File: src/hw/switch_ctrl_defs.svh
// Constants of the isolated switch enable control.
`ifndef SWITCH_CTRL_DEFS_SVH
`define SWITCH_CTRL_DEFS_SVH
`define CLK_PERIOD_NS       10
`define ONESHOT_WIDTH_NS    1000
`define ONESHOT_CYCLES      ((`ONESHOT_WIDTH_NS + `CLK_PERIOD_NS - 1) / `CLK_PERIOD_NS)
`define PRIMARY_TIMEOUT_US  100
`define PRIMARY_TIMEOUT_CYC ((`PRIMARY_TIMEOUT_US * 1000) / `CLK_PERIOD_NS)
`define MODE_SETTLE_CYCLES  4
`endif

File: src/hw/switch_ctrl_pkg.sv
// Types shared by the isolated switch enable control.
`default_nettype none
package switch_ctrl_pkg;
	typedef enum logic [3:0] {
		ST_OFF    = 4'b0001,
		ST_ARMED  = 4'b0010,
		ST_PULSE  = 4'b0100,
		ST_WAITLO = 4'b1000
	} shot_state_e;

	typedef struct packed {
		logic primary_supply;
		logic secondary_high_rail;
		logic secondary_mid_rail;
		logic over_temp;
	} supply_status_s;
endpackage : switch_ctrl_pkg
`default_nettype wire

File: src/hw/sync2.sv
// Two-flop synchroniser for a bundle of asynchronous levels.
`default_nettype none
module sync2 #(
	parameter int WIDTH = 1
) (
	input  wire logic             i_sys_clk,
	input  wire logic             i_srst,
	input  wire logic [WIDTH-1:0] i_async,
	output var  logic [WIDTH-1:0] o_sync
);
	logic [WIDTH-1:0] meta_reg;

	always_ff @(posedge i_sys_clk) begin
		if (i_srst) begin
			meta_reg <= '0;
			o_sync   <= '0;
		end else begin
			meta_reg <= i_async;
			o_sync   <= meta_reg;
		end
	end
endmodule : sync2
`default_nettype wire

File: src/hw/isolated_switch_enable_control.sv
// Gate drive decision logic from enable input and supply health.
`include "switch_ctrl_defs.svh"
`default_nettype none
module isolated_switch_enable_control
	import switch_ctrl_pkg::*;
#(
	parameter bit          ONESHOT_VARIANT = 1'b0,
	parameter int unsigned PULSE_CYCLES    = `ONESHOT_CYCLES,
	parameter int unsigned TIMEOUT_CYCLES  = `PRIMARY_TIMEOUT_CYC
) (
	input  wire logic i_sys_clk,
	input  wire logic i_srst,
	input  wire logic i_enable,
	input  wire logic i_primary_supply,
	input  wire logic i_secondary_high_rail,
	input  wire logic i_secondary_mid_rail,
	input  wire logic i_over_temp,
	output var  logic o_gate_drive_output,
	output var  logic o_keep_off,
	output var  logic o_power_transfer,
	output var  logic o_three_wire_mode
);
	localparam int unsigned SETTLE     = `MODE_SETTLE_CYCLES;
	localparam int unsigned PULSE_MAX  = 32'h0000_ffff;
	localparam int unsigned SETTLE_MAX = 32'h0000_0008;

	// The pulse counter is sixteen bits and the settle counter three bits wide;
	// a count beyond either would wrap the compare value and end the pulse or the capture early.
	if (PULSE_CYCLES < 1 || PULSE_CYCLES > PULSE_MAX) begin : g_bad_pulse
		$error("isolated_switch_enable_control: pulse count out of range");
	end
	// A zero timeout would wrap the compare value and wait the whole counter range.
	if (TIMEOUT_CYCLES < 1) begin : g_bad_timeout
		$error("isolated_switch_enable_control: timeout count out of range");
	end
	if (SETTLE < 1 || SETTLE > SETTLE_MAX) begin : g_bad_settle
		$error("isolated_switch_enable_control: settle count out of range");
	end

	supply_status_s raw_s;
	supply_status_s sup_s;
	logic           en_s;

	assign raw_s = '{primary_supply: i_primary_supply, secondary_high_rail: i_secondary_high_rail,
		secondary_mid_rail: i_secondary_mid_rail, over_temp: i_over_temp};

	// All five levels share one synchroniser, so each reaches the logic after
	// the same two cycles.
	sync2 #(.WIDTH(5)) u_sync (
		.i_sys_clk (i_sys_clk),
		.i_srst    (i_srst),
		.i_async   ({raw_s, i_enable}),
		.o_sync    ({sup_s, en_s})
	);

	// The wire mode is taken once the synchronised primary supply has stood
	// for the settle count. Enable already high then means the host feeds the
	// device through enable, which is two-wire mode. The choice holds until the
	// primary supply drops, because a mode change under power would glitch the
	// gate drive output.
	logic        mode_valid_reg;
	logic        three_wire_reg;
	logic [2:0]  settle_reg;

	always_ff @(posedge i_sys_clk) begin
		if (i_srst) begin
			mode_valid_reg <= 1'b0;
			three_wire_reg <= 1'b0;
			settle_reg     <= '0;
		end else begin
			if (!sup_s.primary_supply) begin
				mode_valid_reg <= 1'b0;
				settle_reg     <= '0;
			end else if (!mode_valid_reg) begin
				if (settle_reg == 3'(SETTLE - 1)) begin
					mode_valid_reg <= 1'b1;
					// enable low when the settle count ends means a separate primary supply.
					three_wire_reg <= !en_s;
				end else begin
					settle_reg <= settle_reg + 3'h1;
				end
			end
		end
	end

	// Primary-loss timeout. The counter stops once expired, so it cannot wrap
	// round and let a held gate drive output come back on.
	logic [31:0] to_cnt_reg;
	logic        to_expired_reg;

	always_ff @(posedge i_sys_clk) begin
		if (i_srst) begin
			to_cnt_reg     <= '0;
			to_expired_reg <= 1'b0;
		end else if (sup_s.primary_supply) begin
			to_cnt_reg     <= '0;
			to_expired_reg <= 1'b0;
		end else if (!to_expired_reg) begin
			if (to_cnt_reg == TIMEOUT_CYCLES - 1)
				to_expired_reg <= 1'b1;
			else
				to_cnt_reg <= to_cnt_reg + 32'h1;
		end
	end

	// Until the timeout runs out the output keeps its last commanded level,
	// since the primary side can no longer signal it low.
	logic rails_ok;
	logic run_ok;
	// Either secondary rail low forces the gate low ahead of every other term.
	// rail checks
	assign rails_ok = sup_s.secondary_high_rail && sup_s.secondary_mid_rail;
	// Over-temperature only forces the gate low while the primary side is up;
	// with the primary side gone the timeout path decides instead.
	// thermal force low
	assign run_ok = rails_ok && sup_s.primary_supply && mode_valid_reg && !sup_s.over_temp;

	logic use_oneshot;
	assign use_oneshot = ONESHOT_VARIANT && three_wire_reg;

	// One-shot sequencer. A pulse starts only from ST_ARMED, reached by seeing
	// enable low; any fault drops back to ST_WAITLO, so a host that holds enable
	// high across a fault cannot fire a stray pulse afterwards.
	shot_state_e state_reg;
	logic [15:0] pulse_cnt_reg;

	always_ff @(posedge i_sys_clk) begin
		if (i_srst) begin
			state_reg     <= ST_WAITLO;
			pulse_cnt_reg <= '0;
		end else if (!run_ok || !use_oneshot) begin
			state_reg     <= ST_WAITLO;
			pulse_cnt_reg <= '0;
		end else begin
			case (state_reg)
				ST_OFF, ST_WAITLO: begin
					if (!en_s)
						state_reg <= ST_ARMED;
				end
				ST_ARMED: begin
					if (en_s) begin
						state_reg     <= ST_PULSE;
						pulse_cnt_reg <= '0;
					end
				end
				ST_PULSE: begin
					if (pulse_cnt_reg == 16'(PULSE_CYCLES - 1))
						state_reg <= ST_WAITLO;
					else
						pulse_cnt_reg <= pulse_cnt_reg + 16'h1;
				end
				default: state_reg <= ST_WAITLO;
			endcase
		end
	end

	logic drive_next;
	always_comb begin
		drive_next = 1'b0;
		if (!rails_ok)
			drive_next = 1'b0;
		else if (!sup_s.primary_supply)
			drive_next = o_gate_drive_output && !to_expired_reg;
		else if (!run_ok)
			drive_next = 1'b0;
		// The pulse starts from the armed state in the cycle of the synchronised
		// edge, one cycle sooner than waiting for ST_PULSE.
		else if (use_oneshot)
			drive_next = (state_reg == ST_ARMED && en_s) || state_reg == ST_PULSE;
		else
			drive_next = en_s;
	end

	// Keep-off is the exact complement of the drive, so the two never overlap.
	// keep-off path
	always_ff @(posedge i_sys_clk) begin
		if (i_srst) begin
			o_gate_drive_output <= 1'b0;
			o_keep_off          <= 1'b1;
		end else begin
			o_gate_drive_output <= drive_next;
			o_keep_off          <= !drive_next;
		end
	end

	always_ff @(posedge i_sys_clk) begin
		if (i_srst) begin
			o_power_transfer <= 1'b0;
		end else begin
			o_power_transfer <= sup_s.primary_supply && !sup_s.over_temp;
		end
	end

	always_ff @(posedge i_sys_clk) begin
		if (i_srst) begin
			o_three_wire_mode <= 1'b0;
		end else begin
			o_three_wire_mode <= three_wire_reg;
		end
	end
endmodule : isolated_switch_enable_control
`default_nettype wire

File: config.mk
export PLATFORM = sky130hd
export DESIGN_NAME = isolated_switch_enable_control
export DESIGN_NICKNAME = d
export VERILOG_FILES = /design/src/hw/switch_ctrl_pkg.sv /design/src/hw/sync2.sv /design/src/hw/isolated_switch_enable_control.sv
export VERILOG_INCLUDE_DIRS = /design/src /design/src/hw
export SDC_FILE = /design/constraint.sdc
export NUM_CORES = 1
export LEC_CHECK = 0
export BUFFER_PORTS_ARGS = -buffer_cell sky130_fd_sc_hd__buf_2
export CAP_MARGIN = 20
export CORE_MARGIN = 2
export CORE_UTILIZATION = 60
export DETAILED_ROUTE_END_ITERATION = 8
export PLACE_DENSITY = 0.85
export SLEW_MARGIN = 10
export SYNTH_ARGS = -nofsm -noshare
export SYNTH_HDL_FRONTEND = slang
export SYNTH_HIERARCHICAL = 1
export SYNTH_SLANG_ARGS = --single-unit
export TNS_END_PERCENT = 20
File: constraint.sdc
create_clock -name i_sys_clk -period 5.1 [get_ports i_sys_clk]
set_input_delay 0.765 -clock i_sys_clk [delete_from_list [all_inputs] [get_ports i_sys_clk]]
set_output_delay 0.765 -clock i_sys_clk [all_outputs]
set_load 0.01 [all_outputs]
==> impl_metrics.xml, run 1 <==
<?xml version="1.0" encoding="UTF-8"?>
<metrics>
  <group name="synth">
    <metric name="ys_top_cells_by_area" unit="">dfxtp_1 (46%), a21oi_1 (5.3%), or4_1 (4.3%)</metric>
    <metric name="synth_most_common_cell" unit="">dfxtp_1</metric>
    <metric name="yosysUniqueCellTypes" unit="">40</metric>
    <metric name="netlist.top_cell.by_area" unit="">dfxtp_1</metric>
    <metric name="mappedNetlistArea" unit="µm²">2266</metric>
    <metric name="post_synth_inst_count" unit="">246</metric>
    <metric name="synthDominantCellAreaShare" unit="">0.4594</metric>
    <metric name="ys_async_sr_fraction" unit="">0</metric>
    <metric name="synth_ff_type" unit="">dfxtp_1</metric>
    <metric name="synth.yosys.warnings" unit="">6</metric>
    <metric name="synth.top_cells.by_count" unit="">dfxtp_1 (52), a21oi_1 (24), nand2_1 (16)</metric>
    <metric name="seq_area_frac_synth" unit="">0.4594</metric>
    <metric name="synth_fp_nets" unit="">256</metric>
    <metric name="synth_edf_count" unit="">0</metric>
    <metric name="synthesized_area_per_cell" unit="µm²">9.211</metric>
    <metric name="synth.ff_latch_count" unit="">52</metric>
  </group>
  <group name="pwr">
    <metric name="power_switching_share" unit="">0.2300</metric>
    <metric name="comb_power_share" unit="">0.029</metric>
    <metric name="sequential_power_share" unit="">0.620</metric>
    <metric name="leakagePower" unit="µW">0.0008268</metric>
    <metric name="clock_power_share" unit="">0.351</metric>
    <metric name="power.total" unit="µW">671.2</metric>
    <metric name="switchingPower" unit="µW">154.4</metric>
    <metric name="power_density" unit="nW/µm²">278.4</metric>
    <metric name="internal_power" unit="µW">516.8</metric>
    <metric name="peak_supply_drop" unit="V">0.0001628</metric>
  </group>
  <group name="cts">
    <metric name="cts_buffers" unit="">5</metric>
    <metric name="max-clock-path-buffers" unit="">2</metric>
    <metric name="cts.htree.levels" unit="">2</metric>
    <metric name="clk_latency" unit="ns">0.31</metric>
    <metric name="clock_tree.root_cell" unit="">clkbuf_8</metric>
    <metric name="cts-hold-fix-buffers" unit="">0</metric>
    <metric name="cts_repair_resize_count" unit="">0</metric>
    <metric name="clk_pin_slew_worst_paths" unit="ns">0.09</metric>
    <metric name="clock_tree_from_tritoncts" unit="">built</metric>
    <metric name="clock-sinks" unit="">52</metric>
    <metric name="post_cts.repair.setup_buffers" unit="">0</metric>
  </group>
  <group name="setup_path">
    <metric name="critical_path_required" unit="ns">5.34</metric>
    <metric name="startpoint_type" unit="">flop</metric>
    <metric name="criticalPathCategory" unit="">flop to flop</metric>
    <metric name="cp_max_fo" unit="">16</metric>
    <metric name="endpoint_kind" unit="">flop</metric>
    <metric name="critPathArrivalTime" unit="ns">2.49</metric>
  </group>
  <group name="finish">
    <metric name="final.fill_count" unit="">303</metric>
    <metric name="post-route-util" unit="">0.6636</metric>
    <metric name="antenna_cells" unit="">0</metric>
    <metric name="post_route_cells_drive_above_1_share" unit="">0.09524</metric>
    <metric name="regArea" unit="µm²">1041</metric>
    <metric name="multiInputGateArea" unit="µm²">1147</metric>
    <metric name="max_reg_flops" unit="">32</metric>
    <metric name="areaGrowthSynthToFinish" unit="%">6.405</metric>
    <metric name="nets" unit="">261</metric>
  </group>
  <group name="die">
    <metric name="fp.dieArea" unit="µm²">4284</metric>
    <metric name="die_h" unit="µm">65.46</metric>
    <metric name="die_w" unit="µm">65.46</metric>
    <metric name="std_cell_rows" unit="">22</metric>
    <metric name="starting_density_of_the_core" unit="">0.6236</metric>
    <metric name="num_io_pins" unit="">11</metric>
    <metric name="floorplan.core_area" unit="µm²">3633</metric>
  </group>
  <group name="route">
    <metric name="post_drt_wl_per_cell" unit="µm">14.09</metric>
    <metric name="routed_wl" unit="mm">4.228</metric>
    <metric name="detail_route.first_pass.iterations" unit="">4</metric>
    <metric name="initialDrtViolationCount" unit="">142</metric>
    <metric name="postRouteAntennaNets" unit="">0</metric>
    <metric name="post_drt_via_cell_ratio" unit="">6.033</metric>
    <metric name="total_number_of_vias" unit="">1810</metric>
    <metric name="drc" unit="">0</metric>
  </group>
  <group name="place">
    <metric name="io_buffer_count" unit="">10</metric>
    <metric name="dp.final_hpwl" unit="mm">2.892</metric>
    <metric name="routabilityCongestion" unit="">0.7847</metric>
    <metric name="place_worst_setup_slack" unit="ns">2.885</metric>
  </group>
  <group name="global_route">
    <metric name="pin_count_of_the_biggest_net_entering_global_routing" unit="">29</metric>
    <metric name="grt_antenna_before_repair" unit="">0</metric>
    <metric name="gr-total-overflow" unit="">0</metric>
    <metric name="wire_length_of_the_first_global_routing_pass" unit="mm">7.369</metric>
    <metric name="grt_pass1_vias" unit="">1698</metric>
    <metric name="globalRouteTotalUtil" unit="">0.2230</metric>
  </group>
  <group name="sta">
    <metric name="final_hold_viol_count" unit="">0</metric>
    <metric name="final_period_minus_worst_setup_slack" unit="ns">2.253</metric>
    <metric name="rsz0062_at_grt" unit="">no</metric>
    <metric name="maxClockFrequency" unit="MHz">443.8</metric>
    <metric name="timing.max_slew.rel_slack" unit="">0.6083</metric>
    <metric name="finalCritPeriodShare" unit="">0.4418</metric>
    <metric name="layout_setup_ws" unit="ns">2.847</metric>
    <metric name="endpoints_failing_setup" unit="">0</metric>
    <metric name="maxSlewViolCount" unit="">0</metric>
    <metric name="tightest_slew" unit="ns">0.5827</metric>
    <metric name="final.setup.tns" unit="ns">0</metric>
    <metric name="final.hold.worst_slack" unit="ns">0.4218</metric>
    <metric name="finClkSkew" unit="ns">0.004575</metric>
  </group>
  <group name="run">
    <metric name="drv_cap" unit="">0</metric>
  </group>
  <group name="status">
    <metric name="outcome" unit="">completed</metric>
  </group>
  <group name="worst_hold_path">
    <metric name="classification_of_the_worst_slack_hold_path" unit="">flop to flop</metric>
  </group>
</metrics>
per-stage QoR:
| stage | instances | cell area, µm² |
|---|---|---|
| after floorplan | 246 | 2266 |
| after global placement | 292 | 2321 |
| after detailed placement | 292 | 2321 |
| after CTS | 300 | 2411 |
| after global routing | 300 | 2411 |
| final | 300 | 2411 |
final timing paths:
| kind | startpoint | to | slack, ns | cells past startpoint |
|---|---|---|---|---|
| worst min-delay path | u_sync/o_sync[1] | o_power_transfer | 0.42 | 1 |
| worst min register to register | u_sync/o_sync[1] | o_power_transfer | 0.42 | 1 |
| worst max register to register | to_cnt_reg[0] | to_cnt_reg[22] | 2.85 | 5 |
| worst max-delay path | to_cnt_reg[0] | to_cnt_reg[22] | 2.85 | 5 |
critical path, cell delays in order (launching register included):
cell,delay (ns)
dfxtp_1,0.41
ha_1,0.26
nand4b_4,0.18
or3_1,0.62
or4_1,0.57
a21oi_1,0.16
cells by family after synthesis:
family | synth area share
AOI/OAI and AO/OA | 0.1480
xor gates and xnor gates | 0.02706
adders and majority gates | 0.01657
DFF | 0.4594
buffers and inverters | 0.03423
muxes | 0.01325
and+or+nand+nor | 0.3015
cells in the final DEF (no fill, tap or decap), types with 3 or more instances in the layout:
| cell type | instances |
|---|---|
| buf_2 | 10 |
| mux2i_1 | 3 |
| a21oi_1 | 24 |
| o21ai_0 | 11 |
| nand2_1 | 16 |
| nor2b_1 | 11 |
| a211oi_1 | 3 |
| dfxtp_1 | 52 |
| or3_1 | 13 |
| ha_1 | 3 |
| nand3_1 | 8 |
| xnor2_1 | 7 |
| or4_1 | 13 |
| nor4b_1 | 4 |
| and4_1 | 5 |
| nand4_1 | 5 |
| nor4_1 | 3 |
| clkbuf_8 | 5 |
| o31ai_1 | 11 |
| inv_1 | 6 |
| nor2_1 | 15 |
per-layer routing:
metal  routed length [µm]  global-route usage  up-vias
li1                     -                   -      934
met1                 2028              0.2739      849
met2                 2016              0.3699       20
met3                  114             0.05822        7
met4                   70             0.09375        0
met5                    0                   0        -
power groups by stage:
stage	sequential (µW)	combinational [µW]	clock [µW]
floorplan	424	12.8	0
global placement	425	18.7	0
detailed placement	425	19.3	0
CTS	416	19.4	241
global route	417	22.0	258
finish	416	19.3	236
cell type report:
cell class	instances	share of cell area
Clock buffer	5	0.02854
Sequential cell	52	0.4318
Inverter	6	0.009341
Timing Repair Buffer	10	0.02076
Clock inverter	3	0.008822
Multi-Input combinational cell	176	0.4759
Tap cell	48	0.02491
Power figures use the tool's default switching activity.
==> inputs of run 2 (changes only) <==
==> constraint.sdc (replaced) <==
create_clock -name i_sys_clk -period 2.2 [get_ports i_sys_clk]
set_input_delay 0.33 -clock i_sys_clk [delete_from_list [all_inputs] [get_ports i_sys_clk]]
set_output_delay 0.33 -clock i_sys_clk [all_outputs]
set_load 0.01 [all_outputs]
==> impl_metrics.xml, run 2 (same netlist as run 1, synthesis figures left out) <==
<?xml version="1.0" encoding="UTF-8"?>
<metrics>
  <group name="status">
    <metric name="outcome" unit="">completed</metric>
  </group>
  <group name="die">
    <metric name="fp.dieArea" unit="µm²">4284</metric>
    <metric name="floorplan.core_area" unit="µm²">3633</metric>
    <metric name="num_io_pins" unit="">11</metric>
    <metric name="std_cell_rows" unit="">22</metric>
    <metric name="die_h" unit="µm">65.46</metric>
    <metric name="starting_density_of_the_core" unit="">0.6236</metric>
    <metric name="die_w" unit="µm">65.46</metric>
  </group>
  <group name="place">
    <metric name="dp.final_hpwl" unit="mm">2.886</metric>
    <metric name="place_worst_setup_slack" unit="ns">0.08902</metric>
    <metric name="routabilityCongestion" unit="">0.8020</metric>
    <metric name="io_buffer_count" unit="">10</metric>
    <metric name="place_area" unit="µm²">2351</metric>
  </group>
  <group name="setup_path">
    <metric name="endpoint_kind" unit="">flop</metric>
    <metric name="cp_max_fo" unit="">22</metric>
    <metric name="worst_path_largest_cell_delay" unit="ns">0.60</metric>
    <metric name="critical-path-slowest-cell" unit="">or4_4</metric>
    <metric name="critPathArrivalTime" unit="ns">2.29</metric>
    <metric name="critical_path_required" unit="ns">2.44</metric>
    <metric name="path_cells" unit="">nand4_1 -&gt; or4_4 -&gt; or4_1 -&gt; a21oi_1</metric>
    <metric name="startpoint_type" unit="">flop</metric>
    <metric name="criticalPathCategory" unit="">flop to flop</metric>
    <metric name="timing.critical_path.max_delay_family" unit="">simple AND/OR/NAND/NOR gates</metric>
    <metric name="cp_num_buf_inv" unit="">0</metric>
  </group>
  <group name="route">
    <metric name="post_drt_wl_per_cell" unit="µm">14.21</metric>
    <metric name="routed_wl" unit="mm">4.319</metric>
    <metric name="total_number_of_vias" unit="">1817</metric>
    <metric name="detail_route.first_pass.iterations" unit="">4</metric>
    <metric name="initialDrtViolationCount" unit="">75</metric>
    <metric name="post_drt_via_cell_ratio" unit="">5.977</metric>
    <metric name="postRouteAntennaNets" unit="">0</metric>
    <metric name="drc" unit="">0</metric>
  </group>
  <group name="pwr">
    <metric name="comb_power_share" unit="">0.028</metric>
    <metric name="internal_power" unit="µW">1317</metric>
    <metric name="sequential_power_share" unit="">0.579</metric>
    <metric name="power_density" unit="nW/µm²">675.0</metric>
    <metric name="leakagePower" unit="µW">0.0008584</metric>
    <metric name="switchingPower" unit="µW">348.8</metric>
    <metric name="power.total" unit="µW">1666</metric>
    <metric name="clock_power_share" unit="">0.394</metric>
    <metric name="peak_supply_drop" unit="V">0.0004072</metric>
    <metric name="power_switching_share" unit="">0.2094</metric>
  </group>
  <group name="worst_hold_path">
    <metric name="classification_of_the_worst_slack_hold_path" unit="">primary input to flop</metric>
  </group>
  <group name="cts">
    <metric name="clk_latency" unit="ns">0.31</metric>
    <metric name="cts.htree.levels" unit="">2</metric>
    <metric name="clk_pin_slew_worst_paths" unit="ns">0.09</metric>
    <metric name="clock-sinks" unit="">52</metric>
    <metric name="max-clock-path-buffers" unit="">2</metric>
    <metric name="cts_buffers" unit="">5</metric>
    <metric name="clock_tree.root_cell" unit="">clkbuf_8</metric>
    <metric name="clock_tree_from_tritoncts" unit="">built</metric>
  </group>
  <group name="finish">
    <metric name="final.fill_count" unit="">313</metric>
    <metric name="post_route_cells_drive_above_1_share" unit="">0.1094</metric>
    <metric name="final_design_area_no_fill" unit="µm²">2467</metric>
    <metric name="antenna_cells" unit="">0</metric>
    <metric name="areaGrowthSynthToFinish" unit="%">8.890</metric>
    <metric name="max_reg_flops" unit="">32</metric>
    <metric name="layout_common_cells" unit="">dfxtp_1 (52), a21oi_1 (24), nand2_1 (16)</metric>
    <metric name="most_common_cell_after_layout_fill_and_taps_aside" unit="">dfxtp_1</metric>
    <metric name="nets" unit="">265</metric>
  </group>
  <group name="global_route">
    <metric name="grt_antenna_before_repair" unit="">0</metric>
    <metric name="gr-total-overflow" unit="">0</metric>
    <metric name="globalRouteTotalUtil" unit="">0.2129</metric>
    <metric name="pin_count_of_the_biggest_net_entering_global_routing" unit="">29</metric>
    <metric name="grt_pass1_vias" unit="">1575</metric>
    <metric name="wire_length_of_the_first_global_routing_pass" unit="mm">7.051</metric>
  </group>
  <group name="sta">
    <metric name="finalCritPeriodShare" unit="">0.9351</metric>
    <metric name="timing.max_slew.rel_slack" unit="">0.6318</metric>
    <metric name="maxClockFrequency" unit="MHz">486.1</metric>
    <metric name="tightest_slew" unit="ns">0.5523</metric>
    <metric name="endpoints_failing_setup" unit="">0</metric>
    <metric name="final.setup.tns" unit="ns">0</metric>
    <metric name="layout_setup_ws" unit="ns">0.1428</metric>
    <metric name="maxSlewViolCount" unit="">0</metric>
    <metric name="finClkSkew" unit="ns">0.007774</metric>
    <metric name="rsz0062_at_grt" unit="">no</metric>
    <metric name="final_period_minus_worst_setup_slack" unit="ns">2.057</metric>
    <metric name="final_hold_viol_count" unit="">0</metric>
  </group>
  <group name="run">
    <metric name="drv_cap" unit="">0</metric>
  </group>
</metrics>
[run 2: per-stage QoR]
stage,utilization,cells,hold slack (ns)
2_1_floorplan,-,246,0.3856
3_3_place_gp,0.6470,296,0.4000
3_5_place_dp,0.6470,296,0.4129
4_1_cts,0.6777,304,0.2253
5_1_grt,0.6791,304,0.2288
6_report,0.6791,304,0.2263
[run 2: cell type report]
cell class | instances | area [µm²] | area share
clock inverter | 2 | 38.79 | 0.01572
multi-input combinational | 176 | 1152 | 0.4670
clock buffer | 6 | 72.57 | 0.02941
tap | 48 | 60.06 | 0.02434
sequential | 52 | 1041 | 0.4219
timing repair buffer | 14 | 80.08 | 0.03245
inverter | 6 | 22.52 | 0.009128
[run 2: power by group through the flow]
stage	Combinational [µW]	Sequential, µW	Clock (µW)
detailed placement	46.4	986	0
global placement	45.2	985	0
finish	45.9	964	656
global route	50.5	966	715
floorplan	29.6	984	0
CTS	46.6	964	661
[run 2: path summary, 6_finish.rpt]
| path | startpoint | slack, ns | depth (start not counted) | endpoint |
|---|---|---|---|---|
| max reg2reg | to_cnt_reg[2] | 0.14 | 4 | to_cnt_reg[27] |
| min | i_secondary_mid_rail | 0.23 | 2 | u_sync/meta_reg[2] |
| max | to_cnt_reg[2] | 0.14 | 4 | to_cnt_reg[27] |
| min reg2reg | u_sync/o_sync[0] | 0.43 | 1 | three_wire_reg |
[run 2: per-layer routing]
layer  share of wire  vias up  GRT usage
met3           0.025        6    0.05137
met4           0.014        0    0.07031
met2            0.48       20     0.3559
met5               0        -          0
li1                -      940          -
met1            0.48      851     0.2699
[run 2: repair_timing]
item                                    4_1_cts  5_1_grt
endpoints found under the setup margin        0        3
gates resized for setup                       0        1
setup buffers                                 0        0
hold buffers                                  0        0
endpoints found under the hold margin         0        0
==> inputs of run 3 (changes only) <==
--- a/config.mk
+++ b/config.mk
@@ -6,12 +6,12 @@
 export SDC_FILE = /design/constraint.sdc
 export NUM_CORES = 1
 export LEC_CHECK = 0
-export BUFFER_PORTS_ARGS = -buffer_cell sky130_fd_sc_hd__buf_2
 export CAP_MARGIN = 20
 export CORE_MARGIN = 2
 export CORE_UTILIZATION = 60
 export DETAILED_ROUTE_END_ITERATION = 8
-export PLACE_DENSITY = 0.85
+export DONT_BUFFER_PORTS = 1
+export PLACE_DENSITY = 0.84
 export SLEW_MARGIN = 10
 export SYNTH_ARGS = -nofsm -noshare
 export SYNTH_HDL_FRONTEND = slang
==> impl_metrics.xml, run 3 (same netlist as run 1, synthesis figures left out) <==
<?xml version="1.0" encoding="UTF-8"?>
<metrics>
  <group name="setup_path">
    <metric name="critPathArrivalTime" unit="ns">2.28</metric>
    <metric name="startpoint_type" unit="">flop</metric>
    <metric name="worstReg2RegStart" unit="">to_cnt_reg[2]</metric>
    <metric name="critical_path_required" unit="ns">2.44</metric>
    <metric name="cp_num_buf_inv" unit="">0</metric>
    <metric name="endpoint_kind" unit="">flop</metric>
    <metric name="critical-path-slowest-cell" unit="">or4_4</metric>
    <metric name="cp_max_fo" unit="">22</metric>
    <metric name="timing.critical_path.max_delay_family" unit="">simple AND/OR/NAND/NOR gates</metric>
    <metric name="worst_path_largest_cell_delay" unit="ns">0.60</metric>
    <metric name="r2r_slack" unit="ns">0.16</metric>
    <metric name="crit-reg2reg-capture" unit="">to_cnt_reg[25]</metric>
    <metric name="path_cells" unit="">nand4_1 -&gt; or4_4 -&gt; or4_1 -&gt; a21oi_1</metric>
    <metric name="ff2ff_path_depth" unit="">4</metric>
    <metric name="criticalPathCategory" unit="">flop to flop</metric>
  </group>
  <group name="global_route">
    <metric name="globalRouteTotalUtil" unit="">0.2301</metric>
    <metric name="pin_count_of_the_biggest_net_entering_global_routing" unit="">29</metric>
    <metric name="wire_length_of_the_first_global_routing_pass" unit="mm">7.665</metric>
    <metric name="top_usage_layer" unit="">met2</metric>
    <metric name="grt_antenna_before_repair" unit="">0</metric>
    <metric name="grt_pass1_vias" unit="">1738</metric>
    <metric name="gr-total-overflow" unit="">0</metric>
    <metric name="use_met1" unit="">0.2919</metric>
    <metric name="use_met2" unit="">0.3597</metric>
    <metric name="gr-usage-met3" unit="">0.06164</metric>
  </group>
  <group name="route">
    <metric name="initialDrtViolationCount" unit="">179</metric>
    <metric name="postRouteAntennaNets" unit="">0</metric>
    <metric name="total_number_of_vias" unit="">1824</metric>
    <metric name="post_drt_via_cell_ratio" unit="">6.183</metric>
    <metric name="post_drt_wl_per_cell" unit="µm">14.59</metric>
    <metric name="drc" unit="">0</metric>
    <metric name="routed_wl" unit="mm">4.303</metric>
    <metric name="detail_route.first_pass.iterations" unit="">4</metric>
  </group>
  <group name="place">
    <metric name="dp.final_hpwl" unit="mm">2.932</metric>
    <metric name="place_worst_setup_slack" unit="ns">0.06227</metric>
    <metric name="io_buffer_count" unit="">0</metric>
    <metric name="routabilityCongestion" unit="">0.7597</metric>
  </group>
  <group name="cts">
    <metric name="cts.htree.levels" unit="">2</metric>
    <metric name="cts_buffers" unit="">5</metric>
    <metric name="max-clock-path-buffers" unit="">2</metric>
    <metric name="cts-hold-fix-buffers" unit="">0</metric>
    <metric name="clk_latency" unit="ns">0.31</metric>
    <metric name="clock_tree_from_tritoncts" unit="">built</metric>
    <metric name="clock_tree.root_cell" unit="">clkbuf_8</metric>
    <metric name="clk_pin_slew_worst_paths" unit="ns">0.09</metric>
    <metric name="clock-sinks" unit="">52</metric>
  </group>
  <group name="die">
    <metric name="num_io_pins" unit="">11</metric>
    <metric name="die_w" unit="µm">65.46</metric>
    <metric name="std_cell_rows" unit="">22</metric>
    <metric name="die_h" unit="µm">65.46</metric>
    <metric name="starting_density_of_the_core" unit="">0.6236</metric>
    <metric name="fp.dieArea" unit="µm²">4284</metric>
    <metric name="floorplan.core_area" unit="µm²">3633</metric>
  </group>
  <group name="sta">
    <metric name="layout_setup_ws" unit="ns">0.1620</metric>
    <metric name="final.setup.tns" unit="ns">0</metric>
    <metric name="final.hold.worst_slack" unit="ns">0.08126</metric>
    <metric name="endpoints_failing_setup" unit="">0</metric>
    <metric name="finClkSkew" unit="ns">0.002694</metric>
    <metric name="timing.max_slew.rel_slack" unit="">0.6383</metric>
    <metric name="rsz0062_at_grt" unit="">no</metric>
    <metric name="tightest_slew" unit="ns">0.5426</metric>
    <metric name="maxSlewViolCount" unit="">0</metric>
    <metric name="maxClockFrequency" unit="MHz">490.7</metric>
    <metric name="final_hold_viol_count" unit="">0</metric>
    <metric name="finalCritPeriodShare" unit="">0.9264</metric>
    <metric name="final_period_minus_worst_setup_slack" unit="ns">2.038</metric>
  </group>
  <group name="finish">
    <metric name="post-route-util" unit="">0.6615</metric>
    <metric name="multiInputGateArea" unit="µm²">1152</metric>
    <metric name="post_route_cells_drive_above_1_share" unit="">0.08097</metric>
    <metric name="regArea" unit="µm²">1042</metric>
    <metric name="max_reg_flops" unit="">32</metric>
    <metric name="areaGrowthSynthToFinish" unit="%">6.074</metric>
    <metric name="most_common_cell_after_layout_fill_and_taps_aside" unit="">dfxtp_1</metric>
    <metric name="layout_common_cells" unit="">dfxtp_1 (51), a21oi_1 (24), nand2_1 (16)</metric>
    <metric name="antenna_cells" unit="">0</metric>
    <metric name="nets" unit="">256</metric>
    <metric name="final.fill_count" unit="">313</metric>
  </group>
  <group name="run">
    <metric name="drv_cap" unit="">0</metric>
  </group>
  <group name="worst_hold_path">
    <metric name="whs_endpoint" unit="">u_sync/o_sync[1]</metric>
    <metric name="hold_start" unit="">i_srst</metric>
    <metric name="min_path_cells" unit="">1</metric>
    <metric name="classification_of_the_worst_slack_hold_path" unit="">primary input to flop</metric>
  </group>
  <group name="pwr">
    <metric name="clock_power_share" unit="">0.352</metric>
    <metric name="power_density" unit="nW/µm²">642.2</metric>
    <metric name="sequential_power_share" unit="">0.625</metric>
    <metric name="comb_power_share" unit="">0.023</metric>
    <metric name="peak_supply_drop" unit="V">0.0004260</metric>
    <metric name="power_switching_share" unit="">0.2259</metric>
    <metric name="leakagePower" unit="µW">0.0008080</metric>
    <metric name="internal_power" unit="µW">1195</metric>
    <metric name="switchingPower" unit="µW">348.7</metric>
    <metric name="power.total" unit="µW">1544</metric>
  </group>
  <group name="status">
    <metric name="outcome" unit="">completed</metric>
  </group>
</metrics>
run 3: cell type report:
cell class | instances | share of cell area
multi-input cells | 176 | 0.4794
flip-flops and latches | 52 | 0.4336
clock buffers | 6 | 0.03019
well taps | 48 | 0.02499
repair buffers | 5 | 0.01562
inverters | 6 | 0.009370
clock inverters | 2 | 0.006767
run 3: per-stage QoR:
stage / cells / area (µm²)
6_report: 295 / 2404
5_1_grt: 295 / 2404
4_1_cts: 295 / 2397
3_5_place_dp: 287 / 2308
3_3_place_gp: 287 / 2308
2_1_floorplan: 246 / 2266
run 3: what timing repair did:
action / 4_1_cts / 5_1_grt
resized for setup: 0 / 2
endpoints found under the setup margin: 0 / 7
buffers inserted: 0 / 0
run 3: power groups by stage:
stage | logic, µW | clock network (µW) | registers, µW
finish | 34.9 | 544 | 965
global route | 40.9 | 595 | 967
CTS | 35.8 | 553 | 965
detailed placement | 35.7 | 0 | 987
global placement | 34.3 | 0 | 985
floorplan | 29.6 | 0 | 984
run 3: how the worst max path moves through the flow:
stage	cells past startpoint	to	from	slack, ns
final	4	to_cnt_reg[25]	to_cnt_reg[2]	0.16
after global placement	5	to_cnt_reg[22]	to_cnt_reg[0]	0.16
after global routing	4	to_cnt_reg[31]	to_cnt_reg[2]	0.009
after detailed placement	5	to_cnt_reg[22]	to_cnt_reg[0]	0.06
after CTS	5	to_cnt_reg[22]	to_cnt_reg[0]	0.04
after floorplan	7	to_cnt_reg[26]	to_cnt_reg[0]	0.24
run 3: per-layer routing:
metal	up-vias	part of all wire
met2	35	0.47
met3	14	0.030
met4	0	0.028
li1	914	-
met1	861	0.47
met5	-	0
run 3: worst register-to-register path, stage by stage, from the launching register on:
cell and delay (ns):
dfxtp_1 0.49, nand4_1 0.24, or4_4 0.60, or4_1 0.51, a21oi_1 0.15
